===== src/logic/sesc_pkg.sv =====
// package: pin groups, control word layout and timing constants for the scrub controller
package sesc_pkg;
  // ********************************************************
  // clock and timing
  // ********************************************************
  localparam int CLK_PERIOD_NS      = 10;
  localparam int T_SETUP_NS         = 20;   // address/enable setup before error flag strobe
  localparam int T_FLAG_HIGH_NS     = 20;   // error flag high pulse, covers 12.8 ns minimum
  localparam int T_DATA_VALID_NS    = 10;   // covers 8.2 ns flag-high-to-data-valid
  localparam int T_RELEASE_NS       = 20;   // error flag low to enable release, covers 20 ns
  localparam int SETUP_CYC   = (T_SETUP_NS + CLK_PERIOD_NS - 1) / CLK_PERIOD_NS;
  localparam int FLAGH_CYC   = (T_FLAG_HIGH_NS + CLK_PERIOD_NS - 1) / CLK_PERIOD_NS;
  localparam int DVALID_CYC  = (T_DATA_VALID_NS + CLK_PERIOD_NS - 1) / CLK_PERIOD_NS;
  localparam int RELEASE_CYC = (T_RELEASE_NS + CLK_PERIOD_NS - 1) / CLK_PERIOD_NS;
  localparam int TIMER_W     = 4;

  // ********************************************************
  // control word layout, carried on address bits
  // ********************************************************
  localparam int RATE_LSB    = 0;
  localparam int DELAY_LSB   = 4;
  localparam int BYPASS_BIT  = 8;
  localparam int SEL9_BIT    = 9;
  localparam int SEL10_BIT   = 10;
  localparam int SCRUB_OFF_BIT = 11;
  localparam int ERR_SEL_BIT = 12;
  localparam int ADDR_W      = 19;
  localparam int DATA_W      = 32;
  localparam logic [3:0] RATE_RECOMMENDED  = 4'h7;  // about 111 kHz
  localparam logic [3:0] DELAY_RECOMMENDED = 4'hA;  // about 680 ns
  localparam logic [3:0] RATE_MIN_VALID    = 4'h4;  // codes below are not applicable

  // ********************************************************
  // host register port
  // ********************************************************
  localparam logic [1:0] REG_CTRL   = 2'h0;  // write: command, read: pending read and write flags
  localparam logic [1:0] REG_STATUS = 2'h1;
  localparam logic [1:0] REG_RDATA  = 2'h2;
  localparam logic [1:0] REG_CONFIG = 2'h3;  // control word to program
  localparam logic [12:0] CONFIG_RESET = {1'b0, 1'b0, 2'b00, 1'b0, DELAY_RECOMMENDED,
                                          RATE_RECOMMENDED};
  localparam int CMD_WRITE_BIT = 0;
  localparam int CMD_READ_BIT  = 1;

  typedef enum logic [2:0] {
    SESC_IDLE    = 3'b000,
    SESC_SETUP   = 3'b001,
    SESC_FLAG_HI = 3'b011,
    SESC_CAPTURE = 3'b010,
    SESC_RELEASE = 3'b110
  } sesc_state_e;

  typedef struct packed {
    logic              chip_enable_one_n;
    logic              chip_enable_two;
    logic              output_enable_n;
    logic              write_enable_n;
    logic [ADDR_W-1:0] addr;
    logic              error_flag_o;
    logic              error_flag_oe;
  } sesc_pins_s;

  typedef struct packed {
    logic scrub_warning_n;
    logic scrub_active_n;
    logic error_flag_i;
  } sesc_sense_s;
endpackage


===== src/logic/sesc_timer.sv =====
// module: loadable down counter used for the pin sequence delays
`timescale 1ns/10ps
module sesc_timer
  import sesc_pkg::*;
#(
  parameter int WIDTH = sesc_pkg::TIMER_W
) (
  input  wire logic             sys_clk,
  input  wire logic             rst_n,
  input  wire logic             load,
  input  wire logic [WIDTH-1:0] load_value,
  output logic                  done
);
  import sesc_pkg::*;

  typedef struct packed {
    logic [WIDTH-1:0] count;
  } sesc_tmr_s;

  sesc_tmr_s state;
  sesc_tmr_s next_state;

  // a one-bit counter cannot hold the phase lengths
  if (WIDTH < 2) begin : g_bad_width
    $error("timer width too small");
  end

  // ********************************************************
  // counting
  // ********************************************************
  // done while zero; load wins over the decrement
  always_comb begin
    next_state = state;
    if (load) begin
      next_state.count = load_value;
    end else if (state.count != '0) begin
      next_state.count = state.count - 1'b1;
    end
  end

  assign done = (state.count == '0);

  always_ff @(posedge sys_clk) begin
    if (!rst_n) begin
      state <= '0;
    end else begin
      state <= next_state;
    end
  end
endmodule


===== src/logic/sesc_ctrl.sv =====
// module: host side controller that programs and reads back the scrub engine control word
//
// The address map and the plain strobed port were chosen for this implementation.
`timescale 1ns/10ps
// Summary of operation
// - control accesses drive address bits 10 and 9 low for a write.
// - power-up contents random; software writes then reads back to confirm.
// - reset config holds rate code 7 and delay code 10.
// - reset config holds bypass, scrub-off and error-select bits at zero.
// - no access started while scrub active is low.
module sesc_ctrl
  import sesc_pkg::*;
(
  input  wire logic                 sys_clk,
  input  wire logic                 rst_n,
  input  wire logic [1:0]           reg_addr,
  input  wire logic [31:0]          reg_wdata,
  input  wire logic                 reg_write,
  input  wire logic                 reg_read,
  output logic [31:0]               reg_rdata,
  output sesc_pkg::sesc_pins_s      pins,
  input  wire sesc_pkg::sesc_sense_s sense,
  input  wire logic [31:0]          data_in
);
  import sesc_pkg::*;

  typedef struct packed {
    sesc_state_e  fsm;
    logic         is_read;
    logic         pending_wr;
    logic         pending_rd;
    logic         busy;
    logic         configured;
    logic         done;
    logic [12:0]  config_word;
    logic [31:0]  read_word;
    logic [31:0]  rdata;
    sesc_pins_s   pins;
  } sesc_ctrl_s;

  sesc_ctrl_s state;
  sesc_ctrl_s next_state;

  logic                tmr_load;
  logic [TIMER_W-1:0]  tmr_value;
  logic                tmr_done;
  logic                link_free;
  logic [ADDR_W-1:0]   ctrl_addr;

  // flag stays up two cycles beyond the longer of the pulse width and the data-valid time
  localparam int FLAG_CYC = (FLAGH_CYC > DVALID_CYC) ? FLAGH_CYC : DVALID_CYC;

  // ********************************************************
  // elaboration checks
  // ********************************************************
  // a zero count would skip its phase, a count too large would wrap the timer
  if (SETUP_CYC < 1 || SETUP_CYC >= (1 << TIMER_W)) begin : g_bad_setup
    $error("setup count does not fit the timer");
  end
  if (FLAG_CYC < 1 || FLAG_CYC >= (1 << TIMER_W)) begin : g_bad_flag
    $error("flag count does not fit the timer");
  end
  if (RELEASE_CYC < 1 || RELEASE_CYC >= (1 << TIMER_W)) begin : g_bad_release
    $error("release count does not fit the timer");
  end

  sesc_timer #(
    .WIDTH      (TIMER_W)
  ) u_timer (
    .sys_clk    (sys_clk),
    .rst_n      (rst_n),
    .load       (tmr_load),
    .load_value (tmr_value),
    .done       (tmr_done)
  );

  // ********************************************************
  // address pattern of a control access
  // ********************************************************
  // high bits forced low although ignored, so the bus never floats
  always_comb begin
    ctrl_addr = '0;
    ctrl_addr[DELAY_LSB+3:RATE_LSB] = state.config_word[7:0];
    ctrl_addr[BYPASS_BIT] = state.config_word[BYPASS_BIT];
    ctrl_addr[SCRUB_OFF_BIT] = state.config_word[SCRUB_OFF_BIT];
    ctrl_addr[ERR_SEL_BIT] = state.config_word[ERR_SEL_BIT];
    ctrl_addr[SEL10_BIT] = 1'b0;
    ctrl_addr[SEL9_BIT] = state.is_read;
  end

  // warning low is advance notice: hold off a fresh start until both pins rest high
  assign link_free = sense.scrub_active_n && sense.scrub_warning_n;

  // ********************************************************
  // sequencer
  // ********************************************************
  always_comb begin
    next_state = state;
    tmr_load   = 1'b0;
    tmr_value  = '0;
    next_state.done = 1'b0;
    // control word to program
    if (reg_write && reg_addr == REG_CONFIG) begin
      next_state.config_word = reg_wdata[12:0];
    end
    case (state.fsm)
      SESC_IDLE: begin
        next_state.pins.error_flag_oe = 1'b0;
        next_state.pins.chip_enable_one_n = 1'b1;
        next_state.pins.chip_enable_two = 1'b0;
        if (link_free && (state.pending_wr || state.pending_rd)) begin
          next_state.is_read = !state.pending_wr;
          next_state.busy = 1'b1;
          if (state.pending_wr) begin
            next_state.pending_wr = 1'b0;
          end else begin
            next_state.pending_rd = 1'b0;
          end
          next_state.fsm = SESC_SETUP;
          tmr_load = 1'b1;
          tmr_value = TIMER_W'(SETUP_CYC);
        end
      end
      SESC_SETUP: begin
        next_state.pins.chip_enable_one_n = 1'b0;
        next_state.pins.chip_enable_two = 1'b1;
        next_state.pins.output_enable_n = 1'b1;
        next_state.pins.write_enable_n = 1'b1;
        next_state.pins.addr = ctrl_addr;
        next_state.pins.error_flag_oe = 1'b1;
        next_state.pins.error_flag_o = 1'b0;
        if (tmr_done) begin
          next_state.pins.error_flag_o = 1'b1;
          next_state.fsm = SESC_FLAG_HI;
          tmr_load = 1'b1;
          tmr_value = TIMER_W'(FLAG_CYC);
        end
      end
      SESC_FLAG_HI: begin
        if (tmr_done) begin
          next_state.fsm = SESC_CAPTURE;
        end
      end
      SESC_CAPTURE: begin
        // data has been valid for longer than the flag-high-to-valid time
        if (state.is_read) begin
          next_state.read_word = data_in;
        end
        next_state.pins.error_flag_o = 1'b0;
        next_state.fsm = SESC_RELEASE;
        tmr_load = 1'b1;
        tmr_value = TIMER_W'(RELEASE_CYC);
      end
      SESC_RELEASE: begin
        // on a write, flag rising already released warning; wait before dropping enable
        if (tmr_done) begin
          next_state.pins.chip_enable_one_n = 1'b1;
          next_state.pins.chip_enable_two = 1'b0;
          next_state.pins.error_flag_oe = 1'b0;
          next_state.busy = 1'b0;
          next_state.done = 1'b1;
          if (!state.is_read) begin
            next_state.configured = 1'b1;
          end
          next_state.fsm = SESC_IDLE;
        end
      end
      default: begin
        next_state.fsm = SESC_IDLE;
      end
    endcase
    // commands ored in after the sequencer, so one landing with a start is never lost
    if (reg_write && reg_addr == REG_CTRL) begin
      next_state.pending_wr = next_state.pending_wr | reg_wdata[CMD_WRITE_BIT];
      next_state.pending_rd = next_state.pending_rd | reg_wdata[CMD_READ_BIT];
    end
    // read port, data one cycle later
    next_state.rdata = '0;
    if (reg_read) begin
      case (reg_addr)
        REG_CTRL:   next_state.rdata = {30'h0, state.pending_rd, state.pending_wr};
        REG_STATUS: next_state.rdata = {25'h0,
                                        sense.error_flag_i && !state.pins.error_flag_oe,
                                        state.config_word[3:0] < RATE_MIN_VALID,
                                        !sense.scrub_active_n,
                                        !sense.scrub_warning_n,
                                        state.configured,
                                        state.done,
                                        state.busy};
        REG_RDATA:  next_state.rdata = state.read_word;
        default:    next_state.rdata = {19'h0, state.config_word};
      endcase
    end
  end

  // ********************************************************
  // registers
  // ********************************************************
  always_ff @(posedge sys_clk) begin
    if (!rst_n) begin
      state <= '0;
      state.fsm <= SESC_IDLE;
      state.config_word <= CONFIG_RESET;
      state.pins.chip_enable_one_n <= 1'b1;
      state.pins.output_enable_n <= 1'b1;
      state.pins.write_enable_n <= 1'b1;
    end else begin
      state <= next_state;
    end
  end

  assign pins = state.pins;
  assign reg_rdata = state.rdata;
endmodule


===== config.mk =====
export PLATFORM = sky130hd
export DESIGN_NAME = sesc_ctrl
export DESIGN_NICKNAME = d
export VERILOG_FILES = /design/src/logic/sesc_pkg.sv /design/src/logic/sesc_timer.sv /design/src/logic/sesc_ctrl.sv
export SDC_FILE = /design/constraint.sdc
export NUM_CORES = 1
export LEC_CHECK = 0
export ABC_AREA = 1
export BUFFER_PORTS_ARGS = -buffer_cell sky130_fd_sc_hd__buf_4
export CORE_UTILIZATION = 45
export CTS_BUF_LIST = sky130_fd_sc_hd__clkbuf_8 sky130_fd_sc_hd__clkbuf_16
export CTS_CLUSTER_SIZE = 14
export DETAILED_ROUTE_END_ITERATION = 8
export GPL_TIMING_DRIVEN = 0
export HOLD_SLACK_MARGIN = 0.15
export PLACE_DENSITY = 0.71
export SYNTH_ARGS = -nofsm -noshare
export SYNTH_HDL_FRONTEND = slang
export SYNTH_SLANG_ARGS = --single-unit

===== constraint.sdc =====
create_clock -name sys_clk -period 2.3 [get_ports sys_clk]
set_input_delay 0.115 -clock sys_clk [delete_from_list [all_inputs] [get_ports sys_clk]]
set_output_delay 0.115 -clock sys_clk [all_outputs]
set_load 0.02 [all_outputs]

# ---- Yosys cells after proc, flatten, opt, wreduce, memory -nomap -nowiden
# Cells that the tools add are included.
dict set report word_totals {
  regBits 106
  latch_bits 0
  ram_bits 0
  mem_bits_ro 0
  inputBits 73
  output_inout_bits 57
  elab_cells 83
  n_memories 0
}
dict set report classes {
  addsub 1
  n_mul 0
  n_div 0
  magnitude_cmp 1
  n_eq_ne 11
  shifts 0
  mux 25
  n_bitwise 3
  reduce_logical 26
}
# op n
set op_table {}
lappend op_table {{$pmux 32 s3} 1}
lappend op_table {{$pmux 3 s5} 1}
lappend op_table {{$mux 3} 4}
lappend op_table {{$pmux 2 s3} 2}
lappend op_table {{$mux 2} 5}
lappend op_table {{$reduce_and 2->1} 5}
lappend op_table {{$mux 4} 2}
lappend op_table {{$ne 2x2->1 const B} 4}
lappend op_table {{$mux 7} 1}
lappend op_table {{$eq 3x2->1 const B} 2}
lappend op_table {{$pmux 1 s3} 2}
lappend op_table {{$reduce_and 3->1} 2}
lappend op_table {{$reduce_bool 2->1} 3}
lappend op_table {{$logic_and 1x1->1} 5}
lappend op_table {{$mux 1} 5}
lappend op_table {{$eq 2x2->1 const B} 2}
lappend op_table {{$logic_not 1->1} 4}
lappend op_table {{$logic_not 4->1} 1}
lappend op_table {{$lt 4x3->1 const B} 1}
lappend op_table {{$pmux 1 s2} 2}
lappend op_table {{$reduce_and 4->1} 1}
lappend op_table {{$reduce_bool 4->1} 1}
lappend op_table {{$sub 4x1->4 const B} 1}
lappend op_table {{$eq 3x1->1 const B} 1}
lappend op_table {{8 further kinds} 9}

# ---- Longest topological paths before layout
dict set report depth {
  ltp_word 6
  depth_mapped 8
  ltp_nobuf 8
}

# ---- Cells and area by module
# A second synthesis with hierarchy kept.
dict set report hier_totals {
  hier_cells 540
  area_unflattened_um2 4317.9
}
# module n_inst cells_per_inst area_each_um2 seq_area_each_um2
set by_module_without_submodules {}
lappend by_module_without_submodules {sesc_ctrl 1 500 4070.2 2021.9}
lappend by_module_without_submodules {sesc_timer 1 40 247.7 80.1}

# ---- Worst setup path before layout
# OpenSTA, ideal clock, no wires.
dict set report synth_path {
  path_kind {reg-to-reg}
  startpoint {register u_timer.state[0] (netlist name)}
  endpoint {register state[109] (netlist name)}
  setup_time_ps 128
  arrival_time_ps 1158
  t_required_ps 2172
  slack_ps 1015
  path_stages_with_launch 9
  path_buffers 0
  synth_period_minus_slack_ps 1285
  path_cell_list {dfxtp_1 inv_1 ha_1 nand3_1 nand2_1 nand3_1 nand2_1 nand2_1 nor2_1}
}
dict set report synth_between {
  elab_chain_cells 3
  elab_cells_between_ends 5
  classes_between {eq/ne (3); reduce/logical (2)}
}
# item line
set synth_lines {}
lappend synth_lines {{start: declaration} sesc_timer.sv:20} ;# sesc_tmr_s state;
lappend synth_lines {{start signal: assignment} sesc_timer.sv:47} ;# state <= next_state;
lappend synth_lines {{$logic_not 4->1 (*)} sesc_timer.sv:41} ;# assign done = (state.count == '0);
lappend synth_lines {{$ne 2x2->1 (no source line)} --}
lappend synth_lines {{$reduce_and 4->1 (no source line) (*)} --}
lappend synth_lines {{end signal: assignment} sesc_ctrl.sv:208} ;# state <= next_state;
lappend synth_lines {{end: declaration} sesc_ctrl.sv:41} ;# sesc_ctrl_s state;
# Mark *: on every way between the ends. The rest lies on a longest branch, timed or not.
# A chain may end at the register's enable or synchronous reset.

# ---- Worst setup path after layout
# Same ends and word-level chain as after synthesis.

==> results.ini <==
[clocking]
cts_made_buffers=9
clock_sinks=105
post_cts_buffers=0
root_buffer=clkbuf_8
htreeDepth=3
clk_latency_ps=370
cts.clk_slew.worst_paths_ps=90
cts_tree=done
clockBufferDepth=2

[sta]
rsz0062_at_grt=no
max_slew_margin_pct=62.9
period_share_pct=66.9
drv_slew=0
hold_viol=0
fmax_mhz=650
tns_ps=0
layout_min_cycle_time_ps=1540
setup_viol=0
skew_ps=11.0
whs_ps=161
setup_ws_ps=762
max_slew.worst_pin.slew_ps=557

[floorplanning]
die-area_um2=9950
initial_utilization_pct=46.6
die_h_um=99.8
core-area_um2=9240
die_x_um=99.8
row_count=35
num_io_pins=130

[drt]
drt_wl_total_mm=10.6
wl_per_cell_um=12.8
wl_met2_mm=5.31
wl_met1_mm=4.51
drt_iter0_markers=163
via_per_inst=4.74
routed-wl-met3_um=465
drc=0
vias=3933
highest_layer=met4
drtAntennaViolNets=0
first_pass_iters=4

[placed_design]
post-place-ws_ps=800
numPortBuffers=101
place_area_um2=5250
dpl.hpwl_mm=7.48
place.gp.congestion=0.905
placed_cells=767

[yosys]
muxShareOfSynthArea_pct=0
avgSynthCellArea_um2=8.12
yosys-top-cells-area=dfxtp_1 (49%), buf_4 (10%), nand2_1 (5.8%), a21oi_1 (5.1%), nor2_1 (4.2%)
synthesis.area_um2=4300
ys_async_sr_fraction_pct=0
yosysMostFrequentCell=dfxtp_1
synth_ff_type=dfxtp_1
synth_edf_count=0
yosys.area_share.adder_pct=0.582
synth_xor_area_share_pct=0.204
yosys.area_share.simple_pct=18.2
synth_top_area_share_pct=48.9
synth_top_area_cell=dfxtp_1
yosysSeqAreaShare_pct=48.9
yosysWarnings=0
syn_inst=530
synth_compound_area_share_pct=14.2
yosys.cell_types.count=32
yosys-top-cells-count=dfxtp_1 (105), nand2_1 (67), buf_4 (58)
synth_seq_cells=105
synth_top_family_by_area=simple AND/OR/NAND/NOR gates

[final_layout]
nets=771
multiInputGateArea_um2=1460
fin_util_pct=64.5
area_delta_synth_final_pct=38.5
drive_gt1_share_pct=30.1
diodes=0
ff_latch_area_um2=2100
instances_no_fill=829
stdcell_area_um2=5960
fillCellCount=773

[power]
pwr_density_cell_nw_per_um2=770
total_power_mw=4.59
leakagePower_nw=2.68
ir_drop_mv=0.466

[global_route]
grt_pass1_wl_mm=17.2
grt.total_usage_pct=21.9
overflow=0
grt_max_degree=18
grt_pass1_vias=3871
antenna_found_initial=0

[worst_setup_path]
crit_path_max_fanout=7
startpoint_type=flop
cp.required_ps=2540
worst-setup-path-type=flop to flop
cp-end-kind=flop
cp.arrival_ps=1780

[run]
maxCapViolations=0

[hold_path]
hold_class=input port to flop

[outcome]
outcome=completed

-- final timing paths --
| check | from | depth (start not counted) | slack, ps | end |
|---|---|---|---|---|
| setup / recovery | u_timer.state[0] | 8 | 760 | state[109] |
| hold / removal | sense[1] | 4 | 160 | reg_rdata[4] |
| setup reg to reg | u_timer.state[0] | 8 | 760 | state[109] |
| hold reg to reg | state[88] | 2 | 450 | reg_rdata[31] |
-- layer usage --
layer  vias up  GRT usage (%)
met5         -              0
met4         0           10.5
met3        28           3.34
met2       114           39.2
met1      1810           25.7
li1       1981              -
-- repair_timing --
action                    4_1_cts  5_1_grt
hold buffers                   47        0
hold endpoints to repair       49        0
gates resized for setup         0        0
-- state kept, by name (all words and copies together) (netlist names) --
signal / flops
state: 42
reg_rdata: 32
u_timer.state: 4
ctrl_addr: 12
pins: 15
-- where the power goes --
| group | switching (mW) | internal (mW) | leakage [nW] | total, mW |
|---|---|---|---|---|
| clock network | 0.626 | 0.724 | 0.113 | 1.35 |
| logic | 0.697 | 0.509 | 1.72 | 1.21 |
| registers | 0.0887 | 1.94 | 0.850 | 2.03 |
-- worst max-delay path, stage by stage, from the launching register on --
cell and delay (ps):
dfxtp_1 330, inv_1 80, ha_1 210, nand3_1 220, nand2_1 240, nand3_1 170, nand2_1 60, nand2_1 70
nor2_1 40
-- area by class of cell --
class / instances / area share [%]
tap: 129 / 2.71
inverter: 52 / 3.36
multi-input combinational: 300 / 24.5
timing repair buffer: 148 / 20.6
clock buffer: 9 / 2.08
sequential: 105 / 35.3
buffer: 80 / 9.49
clock inverter: 6 / 1.95
-- logic make-up (layout without fill, tap and decap cells) --
family / count (synthesis) / after routing
fa+ha+maj: 2 / 2
other cells: 2 / 9
simple gates: 179 / 179
xor+xnor: 1 / 1
flops: 105 / 105
compound gates: 109 / 109
buf+inv: 132 / 295
-- placed cells by master (no fill, tap or decap), drive strengths merged --
cell,Yosys,final
dfxtp,105,105
ha,2,2
o22ai,2,2
buf,72,173
nand4,2,2
o221ai,1,1
dlygate4sd3,0,47
clkinvlp,0,2
nor2,51,51
nand3b,1,1
a21oi,51,51
nor3,22,22
inv,52,53
nand2,69,69
conb,2,9
clkbuf,8,17
a31oi,2,2
o21ai,49,49
nand3,34,34
o211ai,4,4
xnor2,1,1
bufinv,0,3
No activity file was read; power rests on OpenSTA's default activity.
